`src/hdl/mpp_pkg.sv`:
```
// Purpose: Constants and helpers for the Manchester programming port.
// Assumes: 100 MHz core clock, one programming controller on the line.
// Notes:   Every timing count is derived from its printed figure.

package mpp_pkg;

  // ********************************************************************
  // Clock and bit timing
  // ********************************************************************
  localparam int CLK_HZ = 100_000_000;
  localparam int RATE_MIN_BPS = 4_000;
  localparam int RATE_MAX_BPS = 100_000;
  localparam int BIT_CYC_MIN = CLK_HZ / RATE_MAX_BPS;
  localparam int BIT_CYC_MAX = CLK_HZ / RATE_MIN_BPS;
  localparam int CNT_W = 18;
  // Accepted bit period window with slack for controller clock error
  localparam logic [CNT_W-1:0] SYNC_LO = CNT_W'(BIT_CYC_MIN * 3 / 4);
  localparam logic [CNT_W-1:0] SYNC_HI = CNT_W'(BIT_CYC_MAX * 5 / 4);
  localparam int REPLY_GAP_BITS = 2;
  localparam int TW_MS = 20;
  localparam int EE_WRITE_CYCLES = TW_MS * (CLK_HZ / 1000);

  // ********************************************************************
  // Frame layout
  // ********************************************************************
  localparam int HDR_BITS = 14;
  localparam int DATA_BITS = 32;
  localparam int CRC_BITS = 3;
  localparam int FRAME_MAX = HDR_BITS + DATA_BITS + CRC_BITS;
  localparam logic [5:0] RD_LEN = 6'(HDR_BITS + CRC_BITS);
  localparam logic [5:0] WR_LEN = 6'(FRAME_MAX);
  localparam logic [2:0] CRC_INIT = 3'h7;
  localparam logic [3:0] CS_NONE = 4'h0;
  localparam logic [3:0] CS_ALL = 4'hF;
  localparam logic [1:0] FS_WHOLE = 2'h0;
  localparam logic [1:0] FS_LOW = 2'h1;
  localparam logic [1:0] FS_HIGH = 2'h2;
  localparam logic [31:0] FIELD_LOW_MASK = 32'h00000FFF;
  localparam logic [31:0] FIELD_HIGH_MASK = 32'h03FFF000;
  localparam logic [6:0] NV_LAST = 7'h1F;
  localparam logic [6:0] SHADOW_LAST = 7'h3F;
  localparam logic [6:0] ACCESS_ADDR = 7'h79;

  // ********************************************************************
  // Transaction kinds and address regions
  // ********************************************************************
  localparam logic [1:0] KIND_ACCESS = 2'h0;
  localparam logic [1:0] KIND_NV = 2'h1;
  localparam logic [1:0] KIND_VOL = 2'h2;
  localparam logic [1:0] KIND_READ = 2'h3;
  localparam logic [1:0] REGION_NV = 2'h0;
  localparam logic [1:0] REGION_SHADOW = 2'h1;
  localparam logic [1:0] REGION_VOL = 2'h2;

  function automatic logic [2:0] mpp_crc_step(input logic [2:0] c,
                                              input logic b);
    logic fb;
    fb = c[2] ^ b;
    return {c[1], c[0] ^ fb, fb};
  endfunction : mpp_crc_step

endpackage : mpp_pkg

```
`src/hdl/mpp_port.sv`:
```
// Purpose: Device end of the single-wire Manchester programming port.
// Assumes: prog_enable_in is the supply comparator above the program level.
// Notes:   Memory side answers mem_rdata in the same cycle as mem_rd_stb.
//
// Overview of operation
// - Program enable releases driver, pin becomes input
// - Supply low again restores magnetic output driver
// - EEPROM write waits 20 ms, then high-low
// - Any bit rate 4 to 100 kbps accepted
// - Mid-bit falling edge one, rising zero
// - Read reply uses the measured command bit period
// - Sync field 00 marks start, measures bit
// - Direction bit zero write, one read
// - Four-bit die select; 0000, 1111 broadcast
// - Field select: whole, bits 11-0, 25-12
// - Address regions: EEPROM, shadow, volatile
// - Data field 32 bits, 26 payload, 6 ECC
// - Access code write carries 32-bit data
// - Read request has no data field
// - Every frame ends with three check bits
// - Four transaction kinds supported
// - Check polynomial x3+x+1, init 111, no sync
// - Data reply only to reads; EEPROM writes get high-low only
// - Address and data sent MSB first

`timescale 1ns/1ps

module mpp_port
  import mpp_pkg::*;
#(
  parameter int EE_WRITE_CYC = EE_WRITE_CYCLES
) (
  input wire logic clk,
  input wire logic rstn,
  input wire logic prog_enable_in,
  input wire logic normal_output,
  input wire logic [1:0] die_addr,
  input wire logic sensor_output_pin_in,
  output logic sensor_output_pin_out,
  output logic sensor_output_pin_oe,
  output logic mem_wr_stb,
  output logic mem_rd_stb,
  output logic [1:0] mem_kind,
  output logic [1:0] mem_region,
  output logic [1:0] mem_field,
  output logic [6:0] mem_addr,
  output logic [31:0] mem_wdata,
  input wire logic [31:0] mem_rdata,
  output logic prog_mode,
  output logic ee_busy
);

  // ********************************************************************
  // Reset release and input synchronisers
  // ********************************************************************
  logic [1:0] rst_sync;
  logic rst_n;
  logic [2:0] pe_sync;
  logic [2:0] din_sync;
  logic line;
  logic line_prev;
  logic rise;
  logic fall;

  always_ff @(posedge clk or negedge rstn) begin
    if (!rstn) begin
      rst_sync <= 2'h0;
    end else begin
      rst_sync <= {rst_sync[0], 1'b1};
    end
  end
  assign rst_n = rst_sync[1];

  // A level counts only once the last two stages agree
  always_ff @(posedge clk or negedge rst_n) begin
    if (!rst_n) begin
      pe_sync <= 3'h0;
      din_sync <= 3'h0;
      prog_mode <= 1'b0;
      line <= 1'b0;
      line_prev <= 1'b0;
    end else begin
      pe_sync <= {pe_sync[1:0], prog_enable_in};
      din_sync <= {din_sync[1:0], sensor_output_pin_in};
      if (pe_sync[2] == pe_sync[1]) begin
        prog_mode <= pe_sync[2];
      end
      if (din_sync[2] == din_sync[1]) begin
        line <= din_sync[2];
      end
      line_prev <= line;
    end
  end
  assign rise = line & ~line_prev;
  assign fall = ~line & line_prev;

  // ********************************************************************
  // Helpers
  // ********************************************************************
  function automatic logic die_selected(input logic [3:0] cs,
                                        input logic [1:0] id);
    return (cs == CS_NONE) || (cs == CS_ALL) || cs[id];
  endfunction : die_selected
  function automatic logic [1:0] region_of(input logic [6:0] a);
    if (a <= NV_LAST) begin
      return REGION_NV;
    end else if (a <= SHADOW_LAST) begin
      return REGION_SHADOW;
    end
    return REGION_VOL;
  endfunction : region_of
  function automatic logic [2:0] crc_of_word(input logic [31:0] w);
    logic [2:0] c;
    c = CRC_INIT;
    for (int i = DATA_BITS - 1; i >= 0; i--) begin
      c = mpp_crc_step(c, w[i]);
    end
    return c;
  endfunction : crc_of_word

  // ********************************************************************
  // Frame fields, valid in the check state
  // ********************************************************************
  typedef enum {
    S_IDLE, S_SYNC, S_BITS, S_CHECK, S_RDWAIT, S_GAP, S_TX,
    S_EEWAIT, S_ACK_HI, S_ACK_LO
  } mpp_state_t;
  mpp_state_t state;
  logic [CNT_W-1:0] cnt;
  logic [CNT_W-1:0] bit_len;
  logic [5:0] bit_cnt;
  logic [FRAME_MAX-1:0] shreg;
  logic [2:0] crc;
  logic [31:0] ee_cnt;
  logic [DATA_BITS+CRC_BITS-1:0] tx_sh;
  logic [5:0] tx_left;
  logic half;
  logic drv_out;
  logic drv_oe;
  logic [1:0] rd_field;
  logic is_read;
  logic [3:0] f_cs;
  logic [1:0] f_fs;
  logic [6:0] f_addr;
  logic [31:0] f_data;
  logic frame_ok;
  logic [CNT_W-1:0] three_q;
  logic [CNT_W-1:0] one_half;
  logic [CNT_W-1:0] half_len;
  logic [31:0] rd_word;

  assign three_q = bit_len - (bit_len >> 2);
  assign one_half = bit_len + (bit_len >> 1);
  assign half_len = bit_len >> 1;
  // Fields sit MSB first behind the direction bit
  always_comb begin
    is_read = (bit_cnt == RD_LEN);
    f_data = shreg[CRC_BITS +: DATA_BITS];
    if (is_read) begin
      f_cs = shreg[15:12];
      f_fs = shreg[11:10];
      f_addr = shreg[9:3];
    end else begin
      f_cs = shreg[47:44];
      f_fs = shreg[43:42];
      f_addr = shreg[41:35];
    end
    frame_ok = (crc == 3'h0)
      && die_selected(f_cs, die_addr)
      && (f_fs != 2'h3)
      && ((is_read && shreg[16])
          || ((bit_cnt == WR_LEN) && !shreg[48]));
  end

  always_comb begin
    case (rd_field)
      FS_LOW: rd_word = mem_rdata & FIELD_LOW_MASK;
      FS_HIGH: rd_word = mem_rdata & FIELD_HIGH_MASK;
      default: rd_word = mem_rdata;
    endcase
  end

  // ********************************************************************
  // Receive, decode, reply and EEPROM completion sequencing
  // ********************************************************************
  always_ff @(posedge clk or negedge rst_n) begin
    if (!rst_n) begin
      state <= S_IDLE;
      cnt <= '0;
      bit_len <= '0;
      bit_cnt <= 6'h00;
      shreg <= '0;
      crc <= CRC_INIT;
      ee_cnt <= 32'h00000000;
      tx_sh <= '0;
      tx_left <= 6'h00;
      half <= 1'b0;
      drv_out <= 1'b0;
      drv_oe <= 1'b0;
      rd_field <= FS_WHOLE;
      mem_wr_stb <= 1'b0;
      mem_rd_stb <= 1'b0;
      mem_kind <= KIND_READ;
      mem_region <= REGION_NV;
      mem_field <= FS_WHOLE;
      mem_addr <= 7'h00;
      mem_wdata <= 32'h00000000;
    end else begin
      mem_wr_stb <= 1'b0;
      mem_rd_stb <= 1'b0;
      if (!prog_mode) begin
        // Leaving program mode aborts any frame in flight
        state <= S_IDLE;
        drv_oe <= 1'b0;
      end else begin
        case (state)
          S_IDLE: begin
            // Line rests low; the first rise is mid of sync bit one
            drv_oe <= 1'b0;
            if (rise) begin
              cnt <= '0;
              state <= S_SYNC;
            end
          end
          S_SYNC: begin
            cnt <= cnt + 1'b1;
            if (rise) begin
              if (cnt >= SYNC_LO && cnt <= SYNC_HI) begin
                bit_len <= cnt + 1'b1;
                cnt <= '0;
                bit_cnt <= 6'h00;
                crc <= CRC_INIT;
                state <= S_BITS;
              end else begin
                state <= S_IDLE;
              end
            end else if (cnt > SYNC_HI) begin
              state <= S_IDLE;
            end
          end
          S_BITS: begin
            cnt <= cnt + 1'b1;
            // Edges near a cell boundary are skipped by the window
            if ((rise || fall) && cnt >= three_q) begin
              shreg <= {shreg[FRAME_MAX-2:0], fall};
              crc <= mpp_crc_step(crc, fall);
              if (bit_cnt != 6'h3F) begin
                bit_cnt <= bit_cnt + 1'b1;
              end
              cnt <= '0;
            end else if (cnt > one_half) begin
              state <= S_CHECK;
            end
          end
          S_CHECK: begin
            mem_addr <= f_addr;
            mem_field <= f_fs;
            mem_region <= region_of(f_addr);
            mem_wdata <= f_data;
            rd_field <= f_fs;
            cnt <= '0;
            ee_cnt <= 32'h00000000;
            if (!frame_ok) begin
              state <= S_IDLE;
            end else if (is_read) begin
              mem_kind <= KIND_READ;
              mem_rd_stb <= 1'b1;
              state <= S_RDWAIT;
            end else begin
              mem_wr_stb <= 1'b1;
              if (f_addr == ACCESS_ADDR) begin
                mem_kind <= KIND_ACCESS;
                state <= S_IDLE;
              end else if (region_of(f_addr) == REGION_NV) begin
                mem_kind <= KIND_NV;
                state <= S_EEWAIT;
              end else begin
                mem_kind <= KIND_VOL;
                state <= S_IDLE;
              end
            end
          end
          S_RDWAIT: begin
            tx_sh <= {rd_word, crc_of_word(rd_word)};
            tx_left <= 6'(DATA_BITS + CRC_BITS);
            state <= S_GAP;
          end
          S_GAP: begin
            // Turnaround lets the controller release the line
            cnt <= cnt + 1'b1;
            if (cnt == CNT_W'(bit_len * REPLY_GAP_BITS)) begin
              cnt <= '0;
              half <= 1'b0;
              state <= S_TX;
            end
          end
          S_TX: begin
            drv_oe <= 1'b1;
            drv_out <= tx_sh[DATA_BITS+CRC_BITS-1] ^ half;
            cnt <= cnt + 1'b1;
            if (cnt >= half_len - 1'b1) begin
              cnt <= '0;
              half <= ~half;
              if (half) begin
                tx_sh <= {tx_sh[DATA_BITS+CRC_BITS-2:0], 1'b0};
                tx_left <= tx_left - 1'b1;
                if (tx_left == 6'h01) begin
                  state <= S_IDLE;
                end
              end
            end
          end
          S_EEWAIT: begin
            ee_cnt <= ee_cnt + 1'b1;
            if (ee_cnt >= 32'(EE_WRITE_CYC - 1)) begin
              cnt <= '0;
              state <= S_ACK_HI;
            end
          end
          S_ACK_HI: begin
            // High for one bit so the falling edge is seen
            drv_oe <= 1'b1;
            drv_out <= 1'b1;
            cnt <= cnt + 1'b1;
            if (cnt >= bit_len - 1'b1) begin
              cnt <= '0;
              state <= S_ACK_LO;
            end
          end
          S_ACK_LO: begin
            drv_out <= 1'b0;
            cnt <= cnt + 1'b1;
            if (cnt >= bit_len - 1'b1) begin
              drv_oe <= 1'b0;
              state <= S_IDLE;
            end
          end
          default: begin
            state <= S_IDLE;
          end
        endcase
      end
    end
  end

  assign ee_busy = (state == S_EEWAIT);
  // ********************************************************************
  // Pin driver
  // ********************************************************************
  // Open-drain magnetic output outside program mode, push-pull replies in
  always_ff @(posedge clk or negedge rst_n) begin
    if (!rst_n) begin
      sensor_output_pin_out <= 1'b0;
      sensor_output_pin_oe <= 1'b0;
    end else if (prog_mode) begin
      sensor_output_pin_out <= drv_out;
      sensor_output_pin_oe <= drv_oe;
    end else begin
      sensor_output_pin_out <= 1'b0;
      sensor_output_pin_oe <= ~normal_output;
    end
  end

endmodule : mpp_port

```
`config.mk`:
```
export PLATFORM = sky130hd
export DESIGN_NAME = mpp_port
export DESIGN_NICKNAME = d
export VERILOG_FILES = /design/src/hdl/mpp_pkg.sv /design/src/hdl/mpp_port.sv
export SDC_FILE = /design/constraint.sdc
export NUM_CORES = 1
export LEC_CHECK = 0
export BUFFER_PORTS_ARGS = -buffer_cell sky130_fd_sc_hd__buf_2
export CORE_MARGIN = 2
export CORE_UTILIZATION = 35
export CTS_BUF_LIST = sky130_fd_sc_hd__clkbuf_4
export DETAILED_ROUTE_END_ITERATION = 6
export GPL_ROUTABILITY_DRIVEN = 1
export GPL_TIMING_DRIVEN = 1
export PLACE_DENSITY_LB_ADDON = 0.25
export SLEW_MARGIN = 10
export SYNTH_ARGS = -nofsm -noshare
export SYNTH_HDL_FRONTEND = slang
export SYNTH_SLANG_ARGS = --single-unit
```
`constraint.sdc`:
```
create_clock -name clk -period 7.9 [get_ports clk]
set_input_delay 0.395 -clock clk [delete_from_list [all_inputs] [get_ports clk]]
set_output_delay 0.395 -clock clk [all_outputs]
set_load 0.02 [all_outputs]
```
# After elaboration in Yosys (flattened, before gate mapping)
# Index checks and enable logic that the tools add are counted.
[totals] reg_bits=262 in_bits=39 output_inout_bits=51 wordCells=285
[op_classes] addsub=8 magnitude_cmp=11 n_eq_ne=43 n_mux=88 bitwise_logic=72 reduce_logical=36
[op_table] op="32-bit two-way mux" n=13
[op_table] op="32-bit case mux with 10 select lines" n=1
[op_table] op="18-bit case mux with 9 select lines" n=1
[op_table] op="18-bit two-way mux" n=8
[op_table] op="32-bit by 3-bit equality test with 1-bit output, second input constant" n=4
[op_table] op="32-bit case mux with 2 select lines" n=2
[op_table] op="32-bit by 4-bit equality test with 1-bit output, second input constant" n=3
[op_table] op="35-bit two-way mux" n=2
[op_table] op="35-bit case mux with 2 select lines" n=1
[op_table] op="32-bit by 2-bit equality test with 1-bit output, second input constant" n=2
[op_table] op="1-bit bitwise XOR" n=64
[op_table] op="18-bit greater-or-equal comparator" n=3
[op_table] op="6-bit two-way mux" n=6
[op_table] op="32-bit by 1-bit adder with 32-bit output, second input constant" n=1
[op_table] op="32-bit by 1-bit equality test with 1-bit output, second input constant" n=1
[op_table] op="32-bit by 21-bit greater-or-equal comparator with 1-bit output, second input constant" n=1
[op_table] op="32-bit logical NOT" n=1
[op_table] op="3-bit != test, second input constant" n=10
[op_table] op="2-bit two-way mux" n=14
[op_table] op="1-bit two-way mux" n=24
[op_table] op="6-bit case mux with 2 select lines" n=2
[op_table] op="3-bit two-way mux" n=7
[op_table] op="2-bit != test, second input constant" n=10
[op_table] op="18-bit by 1-bit adder with 18-bit output, second input constant" n=1
[op_table] op="49 further kinds" n=76

# Logic depth before layout (Yosys ltp)
# Gate-level depths: netlist of the first run.
[depth] depth_word=35 mapped_depth=24 mapped_depth_nobuf=22

# Worst setup path after synthesis of the first run
# OpenSTA, ideal clock, no wires.
[synth_path] kind="register to register" start="reg bit_len[2]" end="reg shreg[0]" setup_ns=0.125 t_arrival_ns=4.613 required_ns=7.775 setup_slack_ns=3.162 stages_incl_launch_ff=21 path_buffers=2 synth_period_minus_slack_ns=4.738 cell_sequence="dfrtp_1 > ha_1 > inv_1 > fa_1 > a211oi_1 > o21ai_0 > and3_1 > o21a_1 > o21a_1 > or4_1 > a31oi_1 > xor2_1 > ha_1 > a2111oi_0 > o211ai_1 > a31oi_1 > o22ai_1 > clkbuf_1 > nand3_1 > buf_2 > mux2_2"
[synth_between] elab_chain_len=4
[synth_rtl] item="from (decl)" line_no="mpp_port.sv:130" text="logic [CNT_W-1:0] bit_len;"
[synth_rtl] item="from (signal assigned)" line_no="mpp_port.sv:229" text="bit_len <= cnt + 1'b1;"
[synth_rtl] item="18-bit by 16-bit subtractor with 18-bit output" line_no="mpp_port.sv:152" text="assign three_q = bit_len - (bit_len >> 2);"
[synth_rtl] item="18-bit greater-or-equal comparator" line_no="mpp_port.sv:244" text="if ((rise || fall) && cnt >= three_q) begin"
[synth_rtl] item="1-bit logical AND" line_no="mpp_port.sv:244"
[synth_rtl] item="3-bit AND reduction (no line)"
[synth_rtl] item="to (signal assigned)" line_no="mpp_port.sv:245" text="shreg <= {shreg[FRAME_MAX-2:0], fall};"
[synth_rtl] item="to (decl)" line_no="mpp_port.sv:132" text="logic [FRAME_MAX-1:0] shreg;"
# No other way between the ends.
# A chain may end at the register's enable or synchronous reset.

# Final worst setup path of the first run
[layout_path] start="reg bit_len[0]" end="reg cnt[9]"
[layout_between] elab_chain_len=5 word_cells_on_any_way=10 classes_between="add/sub: 2; order compare: 2; eq/ne: 1; mux: 4; reduce/logical: 1"
[layout_rtl] item="18-bit by 16-bit subtractor with 18-bit output" line_no="mpp_port.sv:152"
[layout_rtl] item="18-bit greater-or-equal comparator" line_no="mpp_port.sv:244"
[layout_rtl] item="1-bit logical AND" line_no="mpp_port.sv:244"
[layout_rtl] item="18-bit two-way mux" line_no="mpp_port.sv:244"
[layout_rtl] item="18-bit case mux with 9 select lines *" line_no="mpp_port.sv:216" text="case (state)"
[layout_rtl] item="to (signal assigned)" line_no="mpp_port.sv:226" text="cnt <= cnt + 1'b1;"
[layout_rtl] item="to (signal assigned)" line_no="mpp_port.sv:242" text="cnt <= cnt + 1'b1;"
[layout_rtl] item="to (signal assigned)" line_no="mpp_port.sv:290" text="cnt <= cnt + 1'b1;"
[layout_rtl] item="to (decl)" line_no="mpp_port.sv:129" text="logic [CNT_W-1:0] cnt;"
# Every way passes the cells marked *; elsewhere a longest branch is shown, timed or not.

==> results of run 1 <==
flip-flops by register name (all words and copies together) (netlist names), 3 cells and up:
signal     flops
tx_sh         35
din_sync       3
bit_cnt        6
crc            3
bit_len       18
mem_addr       7
cnt           18
tx_left        6
pe_sync        3
shreg         49
ee_cnt        32
mem_wdata     32
state          4
layout make-up:
type | instances | area share (%)
inverters | 65 | 1.418
well taps | 585 | 4.254
diodes | 1 | 0.01454
multi-input cells | 1231 | 50.75
flip-flops and latches | 234 | 34.09
clock inverters | 18 | 0.4799
clock buffers | 88 | 3.839
repair buffers | 134 | 5.162
how the worst max path moves through the flow:
stage                                 from                     end  slack (ns)
finish              bit_len[0]$_DFFE_PN0P_      cnt[9]$_DFFE_PN0P_        1.74
global route        bit_len[2]$_DFFE_PN0P_      cnt[6]$_DFFE_PN0P_        1.34
CTS                 bit_len[0]$_DFFE_PN0P_      cnt[8]$_DFFE_PN0P_        1.78
detailed placement  bit_len[0]$_DFFE_PN0P_      cnt[9]$_DFFE_PN0P_        1.79
global placement    bit_len[0]$_DFFE_PN0P_      cnt[8]$_DFFE_PN0P_        1.86
floorplan            rst_sync[1]$_DFF_PN0_  bit_cnt[0]$_DFFE_PN0P_        0.90
synth_stat cells, types with 5 or more instances:
master / n / area [um2]
and3_1: 22 / 137.6
clkbuf_1: 45 / 168.9
o211ai_1: 8 / 60.06
dfstp_2: 5 / 131.4
o22ai_1: 19 / 118.9
nand4_1: 30 / 187.7
mux2_2: 86 / 968.4
and2_1: 10 / 62.56
ha_1: 135 / 1689
inv_1: 63 / 236.5
nor2b_1: 12 / 75.07
nand2_1: 141 / 529.3
a211oi_1: 8 / 60.06
nand3_1: 80 / 400.4
nor3_1: 30 / 150.1
xor2_1: 57 / 499.2
a31oi_1: 54 / 337.8
xnor2_1: 104 / 910.9
nor4_1: 12 / 75.07
buf_2: 14 / 70.07
or3_1: 10 / 62.56
a21oi_1: 85 / 425.4
o21ai_0: 58 / 290.3
mux2i_1: 11 / 110.1
o21a_1: 14 / 105.1
nor2_1: 136 / 510.5
a21o_1: 20 / 150.1
nand2b_1: 15 / 93.84
or2_2: 12 / 75.07
dfrtp_1: 229 / 5731
power by group:
group / switching [mW] / leakage (nW) / total (mW) / internal (mW)
sequential: 0.147 / 3.00 / 1.41 / 1.26
clock: 0.502 / 0.448 / 1.01 / 0.511
combinational: 1.19 / 4.62 / 2.11 / 0.923
total: 1.83 / 8.07 / 4.53 / 2.70
per-layer routing:
| metal | global-route usage, % | vias up |
|---|---|---|
| li1 | - | 5974 |
| met1 | 23.97 | 5833 |
| met2 | 26.01 | 243 |
| met3 | 2.744 | 60 |
| met4 | 5.610 | 2 |
| met5 | 0 | - |
cells by family after synthesis:
kind of cell | count (synthesis) | share of synthesized area, %
compound gates | 301 | 12.45
xor+xnor | 162 | 9.482
fa+ha+maj | 139 | 11.58
buf+inv | 131 | 3.544
flops | 234 | 38.80
mux | 99 | 7.436
other cells | 1 | 0.02482
simple gates | 529 | 16.69
worst max-delay path, stage by stage, from the launching register on:
cell,delay (ns)
dfrtp_1,0.51
inv_1,0.17
ha_1,0.19
inv_1,0.06
fa_1,0.42
a211oi_1,0.33
o21ai_0,0.21
and3_1,0.23
o21a_1,0.18
o21a_1,0.18
or4_1,0.40
a31oi_1,0.25
xor2_1,0.11
ha_1,0.21
a2111oi_0,0.38
o211ai_1,0.14
a31oi_1,0.17
o22ai_1,0.10
buf_4,0.18
o211ai_2,0.69
nand2b_1,0.63
o22ai_1,0.33
==> reports/results.ini, run 1 <==
[yosys]
synth.avg_cell_area_um2=9.467
netlist_instances=1596
ys_async_sr_fraction_pct=100.0
synth-seq-cells=234
seq_area_frac_synth_pct=38.80
yosys_warnings=0
synth_area_um2=15110
synth_fp_nets=1772
synth_edf_count=0
synthFlopType=dfrtp_1
yosys.cell_types.count=70

[floorplanning]
initial_core_util_pct=35.23
fp.coreArea_um2=42890
die_w_um=211.8
ioPinCount=90
placementRows=76
die_y_um=211.8
die_area_um2=44850

[finish]
regArea_um2=5866
syn2layout_area_growth_pct=13.89
nFillCells=4350
layout-drive-gt1-share_pct=17.57
fin_cells=2356
final_cell_mix=dfrtp_1, nand2_1, nor2_1, ha_1, xnor2_1
final_common_cell=dfrtp_1
finish.net_count=1903
multiInputGateArea_um2=8732
utilization_pct=40.12
fin_area_um2=17210

[global_routing]
grt_max_degree=193
grt_usage_pct=16.85
gr-total-overflow=0
grt_pass1_vias=12043
grt_pass1_wl_um=61910
grt_antenna_before_repair=2

[worst_hold_path]
hp-class=reg2async

[detailed_routing]
wl_per_cell_um=15.88
first_pass_iters=5
met2WireLength_um=16760
drc=0
num_vias=12112
highest_layer=met5
routed_wl_um=37410
first_iter_violations=690
route.met3.wl_um=1499
final_antenna_net_count=0
drt-met1-wl_um=18190
vias_per_cell=5.141

[cts]
cts_hold_buf=37
numClockSinks=234
cts_made_buffers=61
postCtsSetupBuffers=0
clkLatencyLatePin_ns=0.69
ctsResizeCount=0
path_clk_slew_ns=0.06
clock_path_buffers=3
cts_tree=yes
htree_levels=2
root_buffer=clkbuf_4

[setup_path]
critPathKind=reg2reg
cp.required_ns=8.48
worstRegToRegCells=21
cp_data_arrival_time_ns=6.74
crit_fanout=18
worstReg2RegEnd=cnt[9]$_DFFE_PN0P_
crit_path_end_kind=flop
critPathLaunchType=flop
r2r_start=bit_len[0]$_DFFE_PN0P_
rrSetupSlack_ns=1.74

[sta]
setup_violations=0
tightestPinTransition_ns=1.108
min_period_ns=6.161
finalCritPeriodShare_pct=77.98
clock_skew_ns=0.03831
grt_setup_unrepaired=false
timing.setup.tns_ns=0
max_slew_margin_pct=26.13
whs_ns=0.3387
final_hold_viol_count=0
fmax_ghz=0.1623
setup_slack_ns=1.739
maxSlewViolCount=0

[placement]
dp_cells=2212
dp_slack_ns=1.789
placed_area_um2=16080
dpl.hpwl_um=26460
place.port_buffers=89
gp_congestion=0.8763

[pwr]
p_leak_nw=8.067
p_per_area_nw_per_um2=263.5
power_mw=4.534
peakVddDrop_v=0.0001086

[outcome]
outcome=finished clean

[run]
cap_violations=0

Note: power is estimated with default switching activity, not from simulation.
==> run 2: changes to the inputs <==
--- a/config.mk
+++ b/config.mk
@@ -5,6 +5,7 @@
 export SDC_FILE = /design/constraint.sdc
 export NUM_CORES = 1
 export LEC_CHECK = 0
+export ABC_AREA = 1
 export BUFFER_PORTS_ARGS = -buffer_cell sky130_fd_sc_hd__buf_2
 export CORE_MARGIN = 2
 export CORE_UTILIZATION = 35
==> constraint.sdc (replaced) <==
create_clock -name clk -period 4.93 [get_ports clk]
set_input_delay 0.2465 -clock clk [delete_from_list [all_inputs] [get_ports clk]]
set_output_delay 0.2465 -clock clk [all_outputs]
set_load 0.02 [all_outputs]
==> reports/results.ini, run 2 <==
[outcome]
outcome=complete, but fails checks
failed_checks=negative setup slack

[global_routing]
grt_pass1_wl_um=66750
gr-total-overflow=0
grt_antenna_before_repair=2
grt_max_degree=145
grt_pass1_vias=13708
grt_usage_pct=17.22

[placement]
place.port_buffers=89
placed_area_um2=16900
dp_cells=2691
gp_congestion=0.8476
dpl.hpwl_um=28700

[floorplanning]
placementRows=77
die_w_um=215.2
initial_core_util_pct=35.39
die_y_um=215.2
die_area_um2=46320
fp.coreArea_um2=44120
ioPinCount=90

[yosys]
yosys.cell_types.count=58
synth-seq-cells=234
synth_edf_count=0
synth_area_um2=15610
synth.top_cell.area_share_pct=36.70
synth_top_cells_by_count=nand2_1, inv_1, dfrtp_1, o21ai_0, ha_1
synthFlopType=dfrtp_1
yosysMostFrequentCell=nand2_1
netlist_instances=2030
ys_async_sr_fraction_pct=100.0
seq_area_frac_synth_pct=37.54
synth.avg_cell_area_um2=7.692
synth_fp_nets=2206
yosys_warnings=0
synth_area_leaders=dfrtp_1, nand2_1, ha_1
synth_area_leader_cell=dfrtp_1

[sta]
timing.setup.tns_ns=-0.04133
fmax_ghz=0.2020
final_hold_viol_count=0
min_period_ns=4.951
tightestPinTransition_ns=1.015
finalCritPeriodShare_pct=100.4
maxSlewViolCount=0
max_slew_margin_pct=32.18
grt_setup_unrepaired=true
setup_slack_ns=-0.02135
clock_skew_ns=0.05314
setup_violations=2

[pwr]
p_leak_nw=9.461
p_sw_mw=2.835
peakVddDrop_v=0.0001565
seqPwrFrac_pct=29.4
p_per_area_nw_per_um2=377.7
p_sw_share_pct=40.30
internal-power_mw=4.200
clkPwrFrac_pct=25.6
combPwrFrac_pct=45.0

[setup_path]
cpPeakStageDelay_ns=0.51
critPathKind=reg2reg
startpoint=bit_len[2]$_DFFE_PN0P_
critPathLaunchType=flop
crit_fanout=4
cp.required_ns=5.58
crit_top_cell=o21bai_1
crit_path_top_delay_cell=or4_1
r2r_start=bit_len[2]$_DFFE_PN0P_
crit_path_end_kind=flop
cp_data_arrival_time_ns=5.60

[worst_hold_path]
hold_path.startpoint=prog_enable_in
hp-class=in2reg

[finish]
largest_register_ffs=49
finish.net_count=2412
final_common_cell=nand2_1
fin_area_um2=18630
fin_cells=2878
nFillCells=4579
largestRegisters=shreg: 49 flops, tx_sh: 35 flops
final_cell_mix=nand2_1, inv_1, dfrtp_1, o21ai_0, nor2_1
largest_register=shreg
layout-drive-gt1-share_pct=17.00
syn2layout_area_growth_pct=19.30

[detailed_routing]
drc=0
num_vias=14138
final_antenna_net_count=0
first_pass_iters=7
routed_wl_um=40550
vias_per_cell=4.912
first_iter_violations=821
wl_per_cell_um=14.09

[cts]
path_clk_slew_ns=0.06
cts_tree=yes
clkLatencyLatePin_ns=0.76
htree_levels=3
clock_path_buffers=3
root_buffer=clkbuf_4
numClockSinks=234
cts_made_buffers=67

[run]
cap_violations=0

[run 2: what timing repair did]
| action | 4_1_cts | 5_1_grt |
|---|---|---|
| buffers inserted | 8 | 20 |
| hold buffers | 37 | 0 |
| gates cloned | 0 | 3 |
| pin swaps | 6 | 65 |
| setup endpoints to repair | 26 | 83 |
| endpoints found under the hold margin | 38 | 0 |
| resized for setup | 12 | 76 |
[run 2: power groups by stage]
| stage | Clock, mW | Combinational [mW] | Sequential (mW) |
|---|---|---|---|
| 6_report | 1.80 | 3.16 | 2.07 |
| 5_1_grt | 1.98 | 3.57 | 2.08 |
| 4_1_cts | 1.88 | 2.95 | 2.06 |
| 3_5_place_dp | 0 | 2.84 | 2.10 |
| 3_3_place_gp | 0 | 2.76 | 2.10 |
| 2_1_floorplan | 0 | 2.15 | 2.11 |
[run 2: per-layer routing]
layer,GRT usage [%],share of wire (%),up-vias
li1,-,-,7166
met1,22.88,47,6617
met2,28.44,47,279
met3,2.831,4.0,76
met4,5.862,2.3,0
met5,0,0,-
[run 2: cell type report]
class	count	area (um2)	area share, %
Clock buffer	97	728.2	3.909
Multi-Input combinational cell	1473	8798	47.23
Inverter	270	1013	5.441
Antenna cell	4	10.01	0.05373
Sequential cell	234	5869	31.51
Timing Repair Buffer	190	1365	7.328
Clock inverter	18	102.6	0.5508
Tap cell	592	740.7	3.976
[run 2: through the flow]
stage,setup WS (ns),hold WS (ns),total power [mW],util (%)
floorplan,0.1299,-0.04909,4.263,-
global placement,-0.04379,0.03473,4.861,38.30
detailed placement,-0.2533,0.03610,4.940,38.30
CTS,0.002674,0.08181,6.896,41.26
global route,-0.2920,0.1062,7.628,42.22
finish,-0.02135,0.1485,7.035,42.22
[run 2: path summary, 6_finish.rpt]
check                                            end  slack (ns)  cells past startpoint
setup / recovery                state[1]$_DFFE_PN0P_       -0.02                     31
hold / removal                  pe_sync[0]$_DFF_PN0_        0.15                      2
setup reg to reg                state[1]$_DFFE_PN0P_       -0.02                     31
hold reg to reg            mem_wdata[14]$_DFFE_PN0P_        0.33                      0
max in group asynchronous    rd_field[1]$_DFFE_PN0P_        3.29                      1
min in group asynchronous  mem_wdata[14]$_DFFE_PN0P_        0.33                      0
[run 2: logic make-up (layout without fill, tap and decap cells)]
kind of cell | Yosys count | in the layout | synth area share (%)
AOI/OAI and AO/OA | 377 | 377 | 13.98
xor gates and xnor gates | 91 | 91 | 5.329
adders and majority gates | 139 | 139 | 11.20
buffers and inverters | 324 | 575 | 7.845
DFF | 234 | 234 | 37.54
muxes | 7 | 7 | 0.5048
other | 1 | 5 | 0.02402
and+or+nand+nor | 857 | 858 | 23.57
[run 2: worst max-delay path, delay by kind of cell (launching register included)]
kind / cells / cell delay [ns]
buf+inv: 3 / 0.38
fa+ha+maj: 2 / 0.48
compound gates: 17 / 2.36
flops: 1 / 0.45
simple gates: 8 / 1.09
xor+xnor: 1 / 0.08
